--- src/rtl/async_serial_defines.svh ---
// register offsets, field positions, reset values and timing counts of the serial core
`ifndef ASYNC_SERIAL_DEFINES_SVH
`define ASYNC_SERIAL_DEFINES_SVH
`define OFF_CTRL_ONE 8'h00
`define OFF_CTRL_TWO 8'h04
`define OFF_CTRL_THREE 8'h08
`define OFF_STAT_ONE 8'h0C
`define OFF_STAT_TWO 8'h10
`define OFF_DATA 8'h14
`define OFF_BAUD 8'h18
`define C1_ENABLE 0
`define C1_INVERT 1
`define C1_NINE 2
`define C2_BREAK 0
`define C2_TX_ON 1
`define C2_TE_IE 2
`define C2_TC_IE 3
`define C2_RF_IE 4
`define C3_TX_NINTH 0
`define C3_RX_NINTH 1
`define S1_TBE 0
`define S1_DONE 1
`define S1_RFULL 2
`define S1_NOISE 3
`define S1_FRAME 4
`define S1_OVERRUN 5
`define S2_BREAK 0
`define S2_BUSY 1
`define BAUD_RESET 16'h0001
`define RT_LAST 4'hF
`define RT_S3 4'h3
`define RT_S5 4'h5
`define RT_S7 4'h7
`define RT_S8 4'h8
`define RT_S9 4'h9
`define RT_S10 4'hA
`define RT_RESYNC 4'hD
`define LEN_EIGHT 4'hA
`define LEN_NINE 4'hB
`endif

--- src/rtl/async_serial_pkg.sv ---
// types shared by the serial core
package async_serial_pkg;
    typedef enum logic [1:0] {RX_HUNT, RX_START, RX_BITS} rx_state_t;
endpackage : async_serial_pkg

--- src/rtl/async_serial_tx_rx_core.sv ---
// asynchronous serial transmitter and receiver with a classic wishbone register slave
//
// Local design decisions: the placing of the registers and the Wishbone slave port.
`timescale 1ns/1ps
`include "async_serial_defines.svh"
module async_serial_tx_rx_core (
    input wire logic clk,
    input wire logic rstn,
    input wire logic wb_cyc_i,
    input wire logic wb_stb_i,
    input wire logic wb_we_i,
    input wire logic [7:0] wb_adr_i,
    input wire logic [3:0] wb_sel_i,
    input wire logic [31:0] wb_dat_i,
    output logic [31:0] wb_dat_o,
    output logic wb_ack_o,
    output logic tx_pin_o,
    output logic tx_pin_oe,
    input wire logic rx_pin_i,
    output logic rx_pin_ie,
    output logic tx_irq,
    output logic rx_irq
);
    logic serial_enable_r, tx_polarity_flip_r, char_nine_bit_select_r;
    logic send_break_ctl_r, tx_on_r, tx_empty_irq_en_r, tx_done_irq_en_r, rx_full_irq_en_r;
    logic tx_ninth_bit_r, rx_ninth_bit_r;
    logic tx_buffer_empty_r, tx_done_flag_r, rx_full_flag_r, noise_flag_r;
    logic framing_error_flag_r, overrun_flag_r, break_seen_flag_r;
    logic [7:0] tx_data_r, serial_data_buffer_r;
    logic [15:0] baud_div_r, baud_cnt_r;
    logic sample_tick_r;
    logic [3:0] tx_phase_r, tx_cnt_r;
    logic [10:0] tx_sh_r;
    logic tx_active_r, in_break_r, idle_q_r;
    logic rx_meta_r, rx_sync_r;
    async_serial_pkg::rx_state_t rx_state_r;
    logic [2:0] hist_r, samp_r;
    logic [3:0] rt_r, bit_idx_r;
    logic [8:0] rx_sh_r;
    logic prev_bit_r, start_noise_r;

    logic wr, rd, bus_req;
    logic bit_edge, reload, ld_break, ld_tail, ld_idle, ld_data;
    logic [3:0] char_len;
    logic maj, disagree, last_bit, resync;
    logic [31:0] rd_val;
    logic [2:0] win;

    assign bus_req = wb_cyc_i && wb_stb_i && !wb_ack_o;
    assign wr = bus_req && wb_we_i && wb_sel_i[0];
    assign rd = bus_req && !wb_we_i;
    assign char_len = char_nine_bit_select_r ? `LEN_NINE : `LEN_EIGHT;

    // classic wishbone: one wait state, ack for one cycle, unmapped reads return zero
    always_ff @(posedge clk) begin
        if (!rstn) begin
            wb_ack_o <= 1'b0;
            wb_dat_o <= 32'h00000000;
        end else begin
            wb_ack_o <= bus_req;
            wb_dat_o <= rd ? rd_val : 32'h00000000;
        end
    end

    always_comb begin
        rd_val = 32'h00000000;
        if (wb_adr_i == `OFF_CTRL_ONE) begin
            rd_val[`C1_ENABLE] = serial_enable_r;
            rd_val[`C1_INVERT] = tx_polarity_flip_r;
            rd_val[`C1_NINE] = char_nine_bit_select_r;
        end else if (wb_adr_i == `OFF_CTRL_TWO) begin
            rd_val[`C2_BREAK] = send_break_ctl_r;
            rd_val[`C2_TX_ON] = tx_on_r;
            rd_val[`C2_TE_IE] = tx_empty_irq_en_r;
            rd_val[`C2_TC_IE] = tx_done_irq_en_r;
            rd_val[`C2_RF_IE] = rx_full_irq_en_r;
        end else if (wb_adr_i == `OFF_CTRL_THREE) begin
            rd_val[`C3_TX_NINTH] = tx_ninth_bit_r;
            rd_val[`C3_RX_NINTH] = rx_ninth_bit_r;
        end else if (wb_adr_i == `OFF_STAT_ONE) begin
            rd_val[`S1_TBE] = tx_buffer_empty_r;
            rd_val[`S1_DONE] = tx_done_flag_r;
            rd_val[`S1_RFULL] = rx_full_flag_r;
            rd_val[`S1_NOISE] = noise_flag_r;
            rd_val[`S1_FRAME] = framing_error_flag_r;
            rd_val[`S1_OVERRUN] = overrun_flag_r;
        end else if (wb_adr_i == `OFF_STAT_TWO) begin
            rd_val[`S2_BREAK] = break_seen_flag_r;
            rd_val[`S2_BUSY] = (rx_state_r != async_serial_pkg::RX_HUNT);
        end else if (wb_adr_i == `OFF_DATA) begin
            rd_val[7:0] = serial_data_buffer_r;
        end else if (wb_adr_i == `OFF_BAUD) begin
            rd_val[15:0] = baud_div_r;
        end
    end

    // control registers; the low byte lane carries every control bit, the baud divisor also needs lane one
    always_ff @(posedge clk) begin
        if (!rstn) begin
            serial_enable_r <= 1'b0;
            tx_polarity_flip_r <= 1'b0;
            char_nine_bit_select_r <= 1'b0;
            send_break_ctl_r <= 1'b0;
            tx_on_r <= 1'b0;
            tx_empty_irq_en_r <= 1'b0;
            tx_done_irq_en_r <= 1'b0;
            rx_full_irq_en_r <= 1'b0;
            tx_ninth_bit_r <= 1'b0;
            baud_div_r <= `BAUD_RESET;
        end else if (wr) begin
            if (wb_adr_i == `OFF_CTRL_ONE) begin
                serial_enable_r <= wb_dat_i[`C1_ENABLE];
                tx_polarity_flip_r <= wb_dat_i[`C1_INVERT];
                char_nine_bit_select_r <= wb_dat_i[`C1_NINE];
            end else if (wb_adr_i == `OFF_CTRL_TWO) begin
                send_break_ctl_r <= wb_dat_i[`C2_BREAK];
                tx_on_r <= wb_dat_i[`C2_TX_ON];
                tx_empty_irq_en_r <= wb_dat_i[`C2_TE_IE];
                tx_done_irq_en_r <= wb_dat_i[`C2_TC_IE];
                rx_full_irq_en_r <= wb_dat_i[`C2_RF_IE];
            end else if (wb_adr_i == `OFF_CTRL_THREE) begin
                tx_ninth_bit_r <= wb_dat_i[`C3_TX_NINTH];
            end else if (wb_adr_i == `OFF_BAUD && wb_sel_i[1]) begin
                baud_div_r <= wb_dat_i[15:0];
            end
        end
    end

    // sample tick generator, period baud_div_r + 1 clocks
    always_ff @(posedge clk) begin
        if (!rstn || !serial_enable_r) begin
            baud_cnt_r <= 16'h0000;
            sample_tick_r <= 1'b0;
        end else begin
            sample_tick_r <= (baud_cnt_r >= baud_div_r);
            baud_cnt_r <= (baud_cnt_r >= baud_div_r) ? 16'h0000 : baud_cnt_r + 16'h0001;
        end
    end

    // transmitter bit timing: sixteen sample ticks per bit
    always_ff @(posedge clk) begin
        if (!rstn || !serial_enable_r) begin
            tx_phase_r <= 4'h0;
        end else if (sample_tick_r) begin
            tx_phase_r <= tx_phase_r + 4'h1;
        end
    end

    assign bit_edge = sample_tick_r && (tx_phase_r == `RT_LAST);
    assign reload = bit_edge && !(tx_active_r && tx_cnt_r > 4'h1);
    assign ld_break = reload && send_break_ctl_r;
    assign ld_tail = reload && !send_break_ctl_r && in_break_r;
    // a queued idle only goes out while tx_on is set; dropping tx_on just idles the line
    assign ld_idle = reload && !send_break_ctl_r && !in_break_r && idle_q_r && tx_on_r;
    assign ld_data = reload && !send_break_ctl_r && !in_break_r && !ld_idle && tx_on_r
        && !idle_q_r && !tx_buffer_empty_r;

    always_ff @(posedge clk) begin
        if (!rstn || !serial_enable_r) begin
            tx_active_r <= 1'b0;
            tx_cnt_r <= 4'h0;
            tx_sh_r <= 11'h7FF;
            in_break_r <= 1'b0;
        end else if (bit_edge) begin
            if (!reload) begin
                tx_sh_r <= {1'b1, tx_sh_r[10:1]};
                tx_cnt_r <= tx_cnt_r - 4'h1;
            end else if (ld_break) begin
                tx_sh_r <= 11'h000;
                tx_cnt_r <= char_len;
                tx_active_r <= 1'b1;
                in_break_r <= 1'b1;
            end else if (ld_tail) begin
                tx_sh_r <= 11'h7FF;
                tx_cnt_r <= 4'h1;
                in_break_r <= 1'b0;
            end else if (ld_idle) begin
                tx_sh_r <= 11'h7FF;
                tx_cnt_r <= char_len;
                tx_active_r <= 1'b1;
            end else if (ld_data) begin
                // start in bit 0, data lsb first, ninth bit or stop after
                tx_sh_r <= {1'b1, char_nine_bit_select_r ? tx_ninth_bit_r : 1'b1,
                    tx_data_r, 1'b0};
                tx_cnt_r <= char_len;
                tx_active_r <= 1'b1;
            end else begin
                tx_active_r <= 1'b0;
            end
        end
    end

    // raising tx_on queues an idle character, which is also the preamble
    always_ff @(posedge clk) begin
        if (!rstn || !serial_enable_r) begin
            idle_q_r <= 1'b0;
        end else if (wr && wb_adr_i == `OFF_CTRL_TWO && wb_dat_i[`C2_TX_ON] && !tx_on_r) begin
            idle_q_r <= 1'b1;
        end else if (ld_idle) begin
            idle_q_r <= 1'b0;
        end
    end

    always_ff @(posedge clk) begin
        if (!rstn) begin
            tx_buffer_empty_r <= 1'b1;
            tx_data_r <= 8'h00;
        end else if (!serial_enable_r) begin
            tx_buffer_empty_r <= 1'b1;
        end else if (ld_data) begin
            tx_buffer_empty_r <= 1'b1;
        end else if (wr && wb_adr_i == `OFF_DATA) begin
            tx_data_r <= wb_dat_i[7:0];
            tx_buffer_empty_r <= 1'b0;
        end
    end

    always_ff @(posedge clk) begin
        if (!rstn) begin
            tx_done_flag_r <= 1'b1;
        end else begin
            tx_done_flag_r <= !serial_enable_r || (!tx_active_r && tx_buffer_empty_r
                && !send_break_ctl_r && !in_break_r && !idle_q_r);
        end
    end

    // pin drivers; enable drops releases the pins
    always_ff @(posedge clk) begin
        if (!rstn) begin
            tx_pin_o <= 1'b1;
            tx_pin_oe <= 1'b0;
            rx_pin_ie <= 1'b0;
        end else begin
            tx_pin_o <= (tx_active_r ? tx_sh_r[0] : 1'b1) ^ tx_polarity_flip_r;
            tx_pin_oe <= serial_enable_r;
            rx_pin_ie <= serial_enable_r;
        end
    end

    always_ff @(posedge clk) begin
        if (!rstn) begin
            tx_irq <= 1'b0;
            rx_irq <= 1'b0;
        end else begin
            tx_irq <= serial_enable_r && ((tx_buffer_empty_r && tx_empty_irq_en_r)
                || (tx_done_flag_r && tx_done_irq_en_r));
            rx_irq <= rx_full_flag_r && rx_full_irq_en_r;
        end
    end

    // receiver: pin synchroniser
    always_ff @(posedge clk) begin
        if (!rstn) begin
            rx_meta_r <= 1'b1;
            rx_sync_r <= 1'b1;
        end else begin
            rx_meta_r <= rx_pin_i;
            rx_sync_r <= rx_meta_r;
        end
    end

    assign win = {samp_r[1:0], rx_sync_r};
    assign maj = (win[0] & win[1]) | (win[0] & win[2]) | (win[1] & win[2]);
    assign disagree = (win != 3'b000) && (win != 3'b111);
    assign last_bit = (bit_idx_r == char_len - 4'h1);
    // a late one-to-zero edge inside a bit restarts the tick count there
    assign resync = prev_bit_r && (rt_r >= `RT_RESYNC) && !rx_sync_r && hist_r[0]
        && !last_bit;

    always_ff @(posedge clk) begin
        if (!rstn || !serial_enable_r) begin
            rx_state_r <= async_serial_pkg::RX_HUNT;
            hist_r <= 3'b000;
            samp_r <= 3'b000;
            rt_r <= 4'h0;
            bit_idx_r <= 4'h0;
            rx_sh_r <= 9'h000;
            prev_bit_r <= 1'b0;
            start_noise_r <= 1'b0;
        end else if (sample_tick_r) begin
            hist_r <= {hist_r[1:0], rx_sync_r};
            case (rx_state_r)
                async_serial_pkg::RX_HUNT: begin
                    if (hist_r == 3'b111 && !rx_sync_r) begin
                        rx_state_r <= async_serial_pkg::RX_START;
                        rt_r <= 4'h1;
                        bit_idx_r <= 4'h0;
                        start_noise_r <= 1'b0;
                    end
                end
                async_serial_pkg::RX_START: begin
                    rt_r <= rt_r + 4'h1;
                    if (rt_r + 4'h1 == `RT_S3 || rt_r + 4'h1 == `RT_S5) begin
                        samp_r <= {samp_r[1:0], rx_sync_r};
                    end
                    if (rt_r + 4'h1 == `RT_S7) begin
                        // more than one of three is one: not a start
                        if ((samp_r[1] & samp_r[0]) | (samp_r[1] & rx_sync_r)
                            | (samp_r[0] & rx_sync_r)) begin
                            rx_state_r <= async_serial_pkg::RX_HUNT;
                            hist_r <= 3'b000;
                        end else begin
                            start_noise_r <= samp_r[1] | samp_r[0] | rx_sync_r;
                        end
                    end
                    if (rt_r + 4'h1 == `RT_S8 || rt_r + 4'h1 == `RT_S9) begin
                        samp_r <= {samp_r[1:0], rx_sync_r};
                    end
                    if (rt_r + 4'h1 == `RT_S10 && win != 3'b000) begin
                        start_noise_r <= 1'b1;
                    end
                    if (rt_r == `RT_LAST) begin
                        rt_r <= 4'h0;
                        bit_idx_r <= 4'h1;
                        prev_bit_r <= 1'b0;
                        rx_state_r <= async_serial_pkg::RX_BITS;
                    end
                end
                default: begin
                    rt_r <= rt_r + 4'h1;
                    if (rt_r + 4'h1 == `RT_S8 || rt_r + 4'h1 == `RT_S9) begin
                        samp_r <= {samp_r[1:0], rx_sync_r};
                    end
                    if (rt_r + 4'h1 == `RT_S10) begin
                        prev_bit_r <= maj;
                        if (last_bit) begin
                            rx_state_r <= async_serial_pkg::RX_HUNT;
                            hist_r <= 3'b000;
                        end else begin
                            rx_sh_r[bit_idx_r - 4'h1] <= maj;
                        end
                    end
                    if (resync) begin
                        rt_r <= 4'h1;
                        bit_idx_r <= bit_idx_r + 4'h1;
                        prev_bit_r <= 1'b0;
                    end else if (rt_r == `RT_LAST) begin
                        rt_r <= 4'h0;
                        bit_idx_r <= bit_idx_r + 4'h1;
                    end
                end
            endcase
        end
    end

    // end of stop bit sampling: hand the character over
    logic char_done, is_break, data_rd, st_wr;
    assign char_done = sample_tick_r && rx_state_r == async_serial_pkg::RX_BITS
        && rt_r + 4'h1 == `RT_S10 && last_bit;
    assign is_break = !maj && (char_nine_bit_select_r ? rx_sh_r == 9'h000
        : rx_sh_r[7:0] == 8'h00);
    assign data_rd = rd && wb_adr_i == `OFF_DATA;
    assign st_wr = wr && (wb_adr_i == `OFF_STAT_ONE);

    always_ff @(posedge clk) begin
        if (!rstn) begin
            serial_data_buffer_r <= 8'h00;
            rx_ninth_bit_r <= 1'b0;
        // a read in the same cycle frees the buffer, so the new character is kept
        end else if (char_done && (is_break || !rx_full_flag_r || data_rd)) begin
            if (is_break) begin
                serial_data_buffer_r <= 8'h00;
                rx_ninth_bit_r <= 1'b0;
            end else begin
                serial_data_buffer_r <= rx_sh_r[7:0];
                rx_ninth_bit_r <= char_nine_bit_select_r ? rx_sh_r[8] : rx_sh_r[7];
            end
        end
    end

    // status flags: hardware set wins over software clear
    always_ff @(posedge clk) begin
        if (!rstn) begin
            rx_full_flag_r <= 1'b0;
            overrun_flag_r <= 1'b0;
            framing_error_flag_r <= 1'b0;
            noise_flag_r <= 1'b0;
            break_seen_flag_r <= 1'b0;
        end else begin
            if (char_done) begin
                rx_full_flag_r <= 1'b1;
            end else if (data_rd) begin
                rx_full_flag_r <= 1'b0;
            end
            if (char_done && rx_full_flag_r && !data_rd) begin
                overrun_flag_r <= 1'b1;
            end else if (st_wr && wb_dat_i[`S1_OVERRUN]) begin
                overrun_flag_r <= 1'b0;
            end
            if (char_done && !maj) begin
                framing_error_flag_r <= 1'b1;
            end else if (st_wr && wb_dat_i[`S1_FRAME]) begin
                framing_error_flag_r <= 1'b0;
            end
            if ((char_done && (disagree || start_noise_r)) || (sample_tick_r
                && rx_state_r == async_serial_pkg::RX_BITS && rt_r + 4'h1 == `RT_S10
                && disagree)) begin
                noise_flag_r <= 1'b1;
            end else if (st_wr && wb_dat_i[`S1_NOISE]) begin
                noise_flag_r <= 1'b0;
            end
            if (char_done && is_break) begin
                break_seen_flag_r <= 1'b1;
            end else if (wr && wb_adr_i == `OFF_STAT_TWO && wb_dat_i[`S2_BREAK]) begin
                break_seen_flag_r <= 1'b0;
            end
        end
    end
endmodule : async_serial_tx_rx_core

--- config.mk ---
export PLATFORM = sky130hd
export DESIGN_NAME = async_serial_tx_rx_core
export DESIGN_NICKNAME = d
export VERILOG_FILES = /design/src/rtl/async_serial_pkg.sv /design/src/rtl/async_serial_tx_rx_core.sv
export VERILOG_INCLUDE_DIRS = /design/src /design/src/rtl
export SDC_FILE = /design/constraint.sdc
export NUM_CORES = 1
export LEC_CHECK = 0
export BUFFER_PORTS_ARGS = -buffer_cell sky130_fd_sc_hd__buf_2
export CORE_MARGIN = 8
export CORE_UTILIZATION = 58
export DETAILED_ROUTE_END_ITERATION = 16
export GPL_ROUTABILITY_DRIVEN = 0
export HOLD_SLACK_MARGIN = 0.03
export PLACE_DENSITY_LB_ADDON = 0.15
export SLEW_MARGIN = 5
export SYNTH_ARGS = -nofsm -noshare
export SYNTH_HDL_FRONTEND = slang
export SYNTH_SLANG_ARGS = --single-unit
--- constraint.sdc ---
create_clock -name clk -period 2.6 [get_ports clk]
set_input_delay 0.52 -clock clk [delete_from_list [all_inputs] [get_ports clk]]
set_output_delay 0.52 -clock clk [all_outputs]
set_load 0.02 [all_outputs]
==> flow_metrics.py, run 1 <==
metrics = {
    "cells_and_area": {
        "final_cell_mix": "137 x dfxtp_1, 92 x nand2_1, 82 x nor2_1",
        "drive_gt1_share_pct": 12.8,
        "area_delta_synth_final_pct": 12.1,
        "antennaDiodeCount": 0,
        "final_common_cell": "dfxtp_1",
        "finalInstanceArea_mm2": 0.00786,
        "fin_nets": 950,
        "nFillCells": 999,
    },
    "clock_network": {
        "cts_sinks": 137,
        "postCtsHoldBufs": 0,
        "clkTransAtPathRegs_ns": 0.05,
        "clk_latency_ns": 0.42,
        "clock-root-buffer": "clkbuf_16",
        "cts_buffer_depth": 2,
        "htreeDepth": 4,
        "cts_setup_buffers": 0,
        "cts_made_buffers": 17,
        "cts_tree": "yes",
        "ctsResizeCount": 0,
    },
    "sta": {
        "finalHoldViolCount": 0,
        "relSlewSlack_pct": 56.4,
        "rsz0062_at_grt": "no",
        "clock_skew_ns": 0.00538,
        "tightest_slew_ns": 0.649,
        "min_period_ns": 2.36,
        "post-route-period-util_pct": 90.8,
        "max_freq_mhz": 424,
        "fin_setup_tns_ns": 0,
        "drv_slew": 0,
        "fin_ws_ns": 0.239,
        "finalSetupViolations": 0,
    },
    "worst_setup_path": {
        "slowest_delay_ns": 0.56,
        "critPathLaunchType": "flip-flop",
        "worstPathMaxFanout": 16,
        "crit_slowest_cell": "a221oi_1",
        "crit_required_ns": 2.94,
        "path_cells": "ha_1, a2111oi_0, o21ai_1, a221oi_1, o211ai_4, nor2_1",
        "crit_arrival_ns": 2.70,
        "critPathKind": "reg2reg",
        "cp-end-kind": "flip-flop",
    },
    "floorplan": {
        "rows": 40,
        "start_util_pct": 58.9,
        "die_area_mm2": 0.0159,
        "fp.dieW_um": 126,
        "io-pin-count": 88,
        "dieHeight_um": 126,
        "core_area_mm2": 0.0119,
    },
    "placed_design": {
        "place_hpwl_mm": 12.9,
        "post_dp_cell_area_mm2": 0.00732,
        "place_ws_ns": 0.206,
        "port_buffers": 53,
    },
    "detailed_routing": {
        "firstDrtPassIters": 6,
        "vias": 6174,
        "drcViolationCount": 0,
        "antenna_left": 0,
        "totalWireLength_mm": 17.5,
        "routedWlPerCell_um": 17.1,
        "vias_per_cell": 6.03,
        "drtIter0Drc": 528,
    },
    "yosys": {
        "synth.distinct_cells": 81,
        "ys.flop_type": "dfxtp_1",
        "synth_edf_count": 0,
        "netlist_area_mm2": 0.00701,
        "ys_seq_area_share_pct": 39.1,
        "synth_area_per_cell_um2": 8.51,
        "ys_warn_count": 0,
        "syn_inst": 824,
        "ys_ff_latch": 137,
        "synthArstFlopShare_pct": 0,
    },
    "grt": {
        "antenna_found_initial": 0,
        "grt_max_degree": 31,
        "grt_pass1_wl_mm": 29.0,
        "grt_pass1_vias": 6041,
        "gr-total-overflow": 0,
        "track_usage_pct": 22.2,
    },
    "hold_path": {
        "hold_path.class": "in2reg",
    },
    "pwr": {
        "vdd_drop_max_v": 0.000476,
        "power.density_mw_per_mm2": 562,
        "p_leak_uw": 0.00293,
        "power_uw": 4420,
    },
    "flow_run": {
        "drv_cap": 0,
    },
    "outcome": {
        "status": "complete, no violations",
    },
}
[per-stage QoR]
| stage | utilization, % | std cells | hold WS, ns |
|---|---|---|---|
| after floorplan | - | 839 | 0.386 |
| after global placement | 61.5 | 996 | 0.401 |
| after detailed placement | 61.5 | 996 | 0.401 |
| after CTS | 65.9 | 1024 | 0.283 |
| after global routing | 66.0 | 1024 | 0.282 |
| final | 66.0 | 1024 | 0.294 |
[power by group]
group	total, µW	switching, µW	internal [µW]
combinational	126	91.0	35.0
sequential	2100	1.59	2100
clock	2190	824	1360
total	4420	916	3500
[worst max-delay path: cells and delay by family (launching register included)]
family / cells / cell delay, ns
fa+ha+maj: 1 / 0.30
compound gates: 4 / 1.36
simple gates: 1 / 0.17
flops: 1 / 0.45
[worst paths after layout]
kind	from	cells after the start	endpoint	slack (ns)
hold / removal	rx_pin_i	2	rx_meta_r$_SDFF_PN1_	0.29
setup / recovery	baud_cnt_r[3]$_SDFF_PP0_	6	baud_cnt_r[11]$_SDFF_PP0_	0.24
setup reg to reg	baud_cnt_r[3]$_SDFF_PP0_	6	baud_cnt_r[11]$_SDFF_PP0_	0.24
hold reg to reg	rx_meta_r$_SDFF_PN1_	1	rx_sync_r$_SDFF_PN1_	0.41
[synth_stat cells (3+ instances only)]
library cell | number | area share, %
mux2i_1 | 44 | 6.3
nor2_1 | 82 | 4.4
a31oi_1 | 3 | 0.27
and3_1 | 14 | 1.2
nor4_1 | 7 | 0.62
nand3_1 | 37 | 2.6
a22oi_1 | 6 | 0.64
a32o_1 | 7 | 1.0
o22ai_1 | 13 | 1.2
o21ai_1 | 12 | 0.86
buf_4 | 19 | 2.0
a221oi_1 | 4 | 0.50
ha_1 | 32 | 5.7
nand4_1 | 14 | 1.2
buf_2 | 8 | 0.57
nor2b_1 | 12 | 1.1
nand2b_1 | 11 | 0.98
a211oi_1 | 17 | 1.8
or4_1 | 3 | 0.32
dfxtp_1 | 137 | 39
a21o_1 | 4 | 0.43
and4_1 | 3 | 0.37
nor3b_1 | 4 | 0.43
xor2_1 | 10 | 1.2
and2_1 | 6 | 0.54
a21oi_1 | 29 | 2.1
o211ai_1 | 6 | 0.64
nand2_1 | 92 | 4.9
inv_1 | 36 | 1.9
nor3_1 | 26 | 1.9
o21ai_0 | 26 | 1.9
o32ai_1 | 4 | 0.50
xnor2_1 | 10 | 1.2
clkbuf_1 | 27 | 1.4
o41ai_1 | 3 | 0.37
[kinds of logic after synthesis]
| logic type | after synthesis | synth area share [%] |
|---|---|---|
| simple gates | 330 | 23.1 |
| compound gates | 165 | 16.7 |
| flops | 137 | 39.1 |
| buf+inv | 93 | 6.25 |
| mux | 45 | 6.44 |
| fa+ha+maj | 33 | 5.85 |
| xor+xnor | 20 | 2.50 |
| other cells | 1 | 0.0535 |
[flip-flops by register name (all words and copies together) (netlist names), 2 cells and up]
name,flops
baud_cnt_r,16
baud_div_r,16
wb_dat_o,16
tx_sh_r,11
rx_sh_r,9
serial_data_buffer_r,8
tx_data_r,8
bit_idx_r,4
rt_r,4
tx_cnt_r,4
tx_phase_r,4
hist_r,3
rx_state_r,2
samp_r,2
[final cells by class]
| class | instances | area [µm²] | share of cell area (%) |
|---|---|---|---|
| Timing Repair Buffer | 67 | 370 | 4.71 |
| Clock inverter | 4 | 45.0 | 0.573 |
| Sequential cell | 137 | 2740 | 34.9 |
| Inverter | 36 | 135 | 1.72 |
| Tap cell | 147 | 184 | 2.34 |
| Clock buffer | 24 | 482 | 6.13 |
| Multi-Input combinational cell | 609 | 3900 | 49.6 |
[metal layers]
metal  GRT usage [%]  wire length [µm]  vias to the layer above
met5               0                 0                        -
met4            9.98               510                        0
met3            5.82               968                       44
met2            38.4              8590                      197
met1            25.2              7460                     2951
li1                -                 -                     2982
No activity file was read; power rests on OpenSTA's default activity.
==> run 2, diff against run 1 <==
CORE_ASPECT_RATIO = 1.25   (was default)
==> flow_metrics.py, run 2 (synthesis gave the netlist of run 1 again) <==
metrics = {
    "outcome": {
        "status": "complete, no violations",
    },
    "clock_network": {
        "cts_sinks": 137,
        "clock-root-buffer": "clkbuf_16",
        "cts_buffer_depth": 2,
        "htreeDepth": 4,
        "cts_tree": "yes",
        "cts_setup_buffers": 0,
        "ctsResizeCount": 0,
        "postCtsHoldBufs": 0,
        "clk_latency_ns": 0.43,
        "cts_made_buffers": 17,
        "clkTransAtPathRegs_ns": 0.06,
    },
    "hold_path": {
        "min_to": "rx_meta_r$_SDFF_PN1_",
        "hold_path_depth": 2,
        "hold_path.class": "in2reg",
        "hp-start": "rx_pin_i",
    },
    "grt": {
        "grt_use_met2_pct": 39.1,
        "grt_pass1_wl_mm": 29.4,
        "gr-total-overflow": 0,
        "grt_busiest_layer": "met2",
        "gr-usage-met1_pct": 25.9,
        "grt_max_degree": 31,
        "grtUsageMet3_pct": 5.19,
        "grt_pass1_vias": 6001,
        "antenna_found_initial": 0,
        "track_usage_pct": 22.8,
    },
    "worst_setup_path": {
        "cp-end-kind": "flip-flop",
        "slowest_delay_ns": 0.50,
        "crit_slowest_cell": "or4_1",
        "path_cells": "inv_1, ha_1, nor2b_1, nor4_4, a211oi_2, or4_1, a21oi_1",
        "r2r-end": "bit_idx_r[3]$_SDFFE_PP0P_",
        "crit_required_ns": 2.97,
        "r2r_start": "rt_r[0]$_SDFFE_PP0P_",
        "worstPathMaxFanout": 9,
        "critPathKind": "reg2reg",
        "crit_start": "rt_r[0]$_SDFFE_PP0P_",
        "critPathLaunchType": "flip-flop",
        "rrSetupSlack_ns": 0.35,
        "crit_arrival_ns": 2.62,
        "reg2regPathDepth": 7,
    },
    "detailed_routing": {
        "totalWireLength_mm": 17.9,
        "drcViolationCount": 0,
        "vias": 6249,
        "vias_per_cell": 5.96,
        "routedWlPerCell_um": 17.1,
        "firstDrtPassIters": 5,
        "drtIter0Drc": 480,
        "antenna_left": 0,
    },
    "pwr": {
        "seqPwrFrac_pct": 44.6,
        "p_leak_uw": 0.00298,
        "sw_frac_of_total_pct": 23.1,
        "p_int_uw": 3630,
        "power_switching_uw": 1090,
        "clkPwrFrac_pct": 52.7,
        "vdd_drop_max_v": 0.000481,
        "power.density_mw_per_mm2": 590,
        "comb_power_share_pct": 2.7,
    },
    "placed_design": {
        "port_buffers": 53,
        "place_hpwl_mm": 13.2,
    },
    "floorplan": {
        "io-pin-count": 88,
        "fp.dieW_um": 114,
        "rows": 45,
        "core_area_mm2": 0.0120,
        "die_area_mm2": 0.0159,
        "dieHeight_um": 139,
        "start_util_pct": 58.5,
    },
    "cells_and_area": {
        "antennaDiodeCount": 0,
        "nFillCells": 1015,
        "fin_nets": 954,
        "reg.largest.list": "baud_cnt_r: 16 flops, baud_div_r: 16 flops, wb_dat_o: 16 flops",
        "drive_gt1_share_pct": 14.0,
        "final_cell_mix": "137 x dfxtp_1, 92 x nand2_1, 82 x nor2_1",
        "final_common_cell": "dfxtp_1",
        "area_delta_synth_final_pct": 14.1,
        "final_core_util_pct": 66.7,
    },
    "flow_run": {
        "drv_cap": 0,
    },
    "sta": {
        "clock_skew_ns": 0.00959,
        "rsz0062_at_grt": "no",
        "post-route-period-util_pct": 86.5,
        "relSlewSlack_pct": 56.2,
        "drv_slew": 0,
        "fin_setup_tns_ns": 0,
        "min_period_ns": 2.25,
        "finalHoldViolCount": 0,
        "tightest_slew_ns": 0.655,
        "finalSetupViolations": 0,
        "max_freq_mhz": 445,
    },
}
## run 2: cell types whose count changed in the layout (fill, tap and decap cells not counted), moves of 2 or more
cell	delta
clkbuf_1	-4
clkinvlp_4	+3
inv_6	+5
buf_4	+3
inv_8	+2
clkinv_2	-3
## run 2: worst max-delay path by stage
stage | to | cells past startpoint
6_report | bit_idx_r[3]$_SDFFE_PP0P_ | 7
5_1_grt | baud_cnt_r[11]$_SDFF_PP0_ | 6
4_1_cts | baud_cnt_r[1]$_SDFF_PP0_ | 6
3_5_place_dp | baud_div_r[8]$_SDFFE_PN0P_ | 7
3_3_place_gp | rx_ninth_bit_r$_SDFFE_PN0P_ | 6
2_1_floorplan | bit_idx_r[3]$_SDFFE_PP0P_ | 7
## run 2: layout make-up
| type | count | area [µm²] | area share, % |
|---|---|---|---|
| flip-flops and latches | 137 | 2740 | 34.3 |
| clock inverters | 13 | 158 | 1.97 |
| well taps | 164 | 205 | 2.57 |
| repair buffers | 71 | 413 | 5.16 |
| clock buffers | 19 | 453 | 5.66 |
| inverters | 36 | 135 | 1.69 |
| multi-input cells | 609 | 3890 | 48.7 |
## run 2: critical path, delay by kind of cell (launching register included)
| kind | cells | cell delay, ns |
|---|---|---|
| simple gates | 3 | 0.98 |
| flops | 1 | 0.49 |
| compound gates | 2 | 0.36 |
| fa+ha+maj | 1 | 0.21 |
| buf+inv | 1 | 0.14 |
## run 2: metrics by stage
stage / instance area [µm²] / hold slack [ns] / instances / power [µW] / setup slack (ns)
after floorplan: 7070 / 0.386 / 839 / 2240 / 0.623
after global placement: 7390 / 0.402 / 1017 / 2270 / 0.390
after detailed placement: 7390 / 0.398 / 1017 / 2270 / 0.366
after CTS: 8000 / 0.265 / 1049 / 4740 / 0.353
after global routing: 8000 / 0.268 / 1049 / 4830 / 0.0779
final: 8000 / 0.266 / 1049 / 4720 / 0.351
## run 2: per-layer routing
layer  up-vias  share of wire, %
met1      2971                41
met2       227                50
met4         0               2.8
met3        44               6.1
met5         -                 0
li1       3007                 -
## run 2: power by group through the flow
stage	Sequential, µW	Combinational (µW)	Clock, µW
after floorplan	2150	87.3	0
after global placement	2150	123	0
after detailed placement	2150	125	0
after CTS	2100	126	2510
after global routing	2100	138	2600
final	2100	129	2490
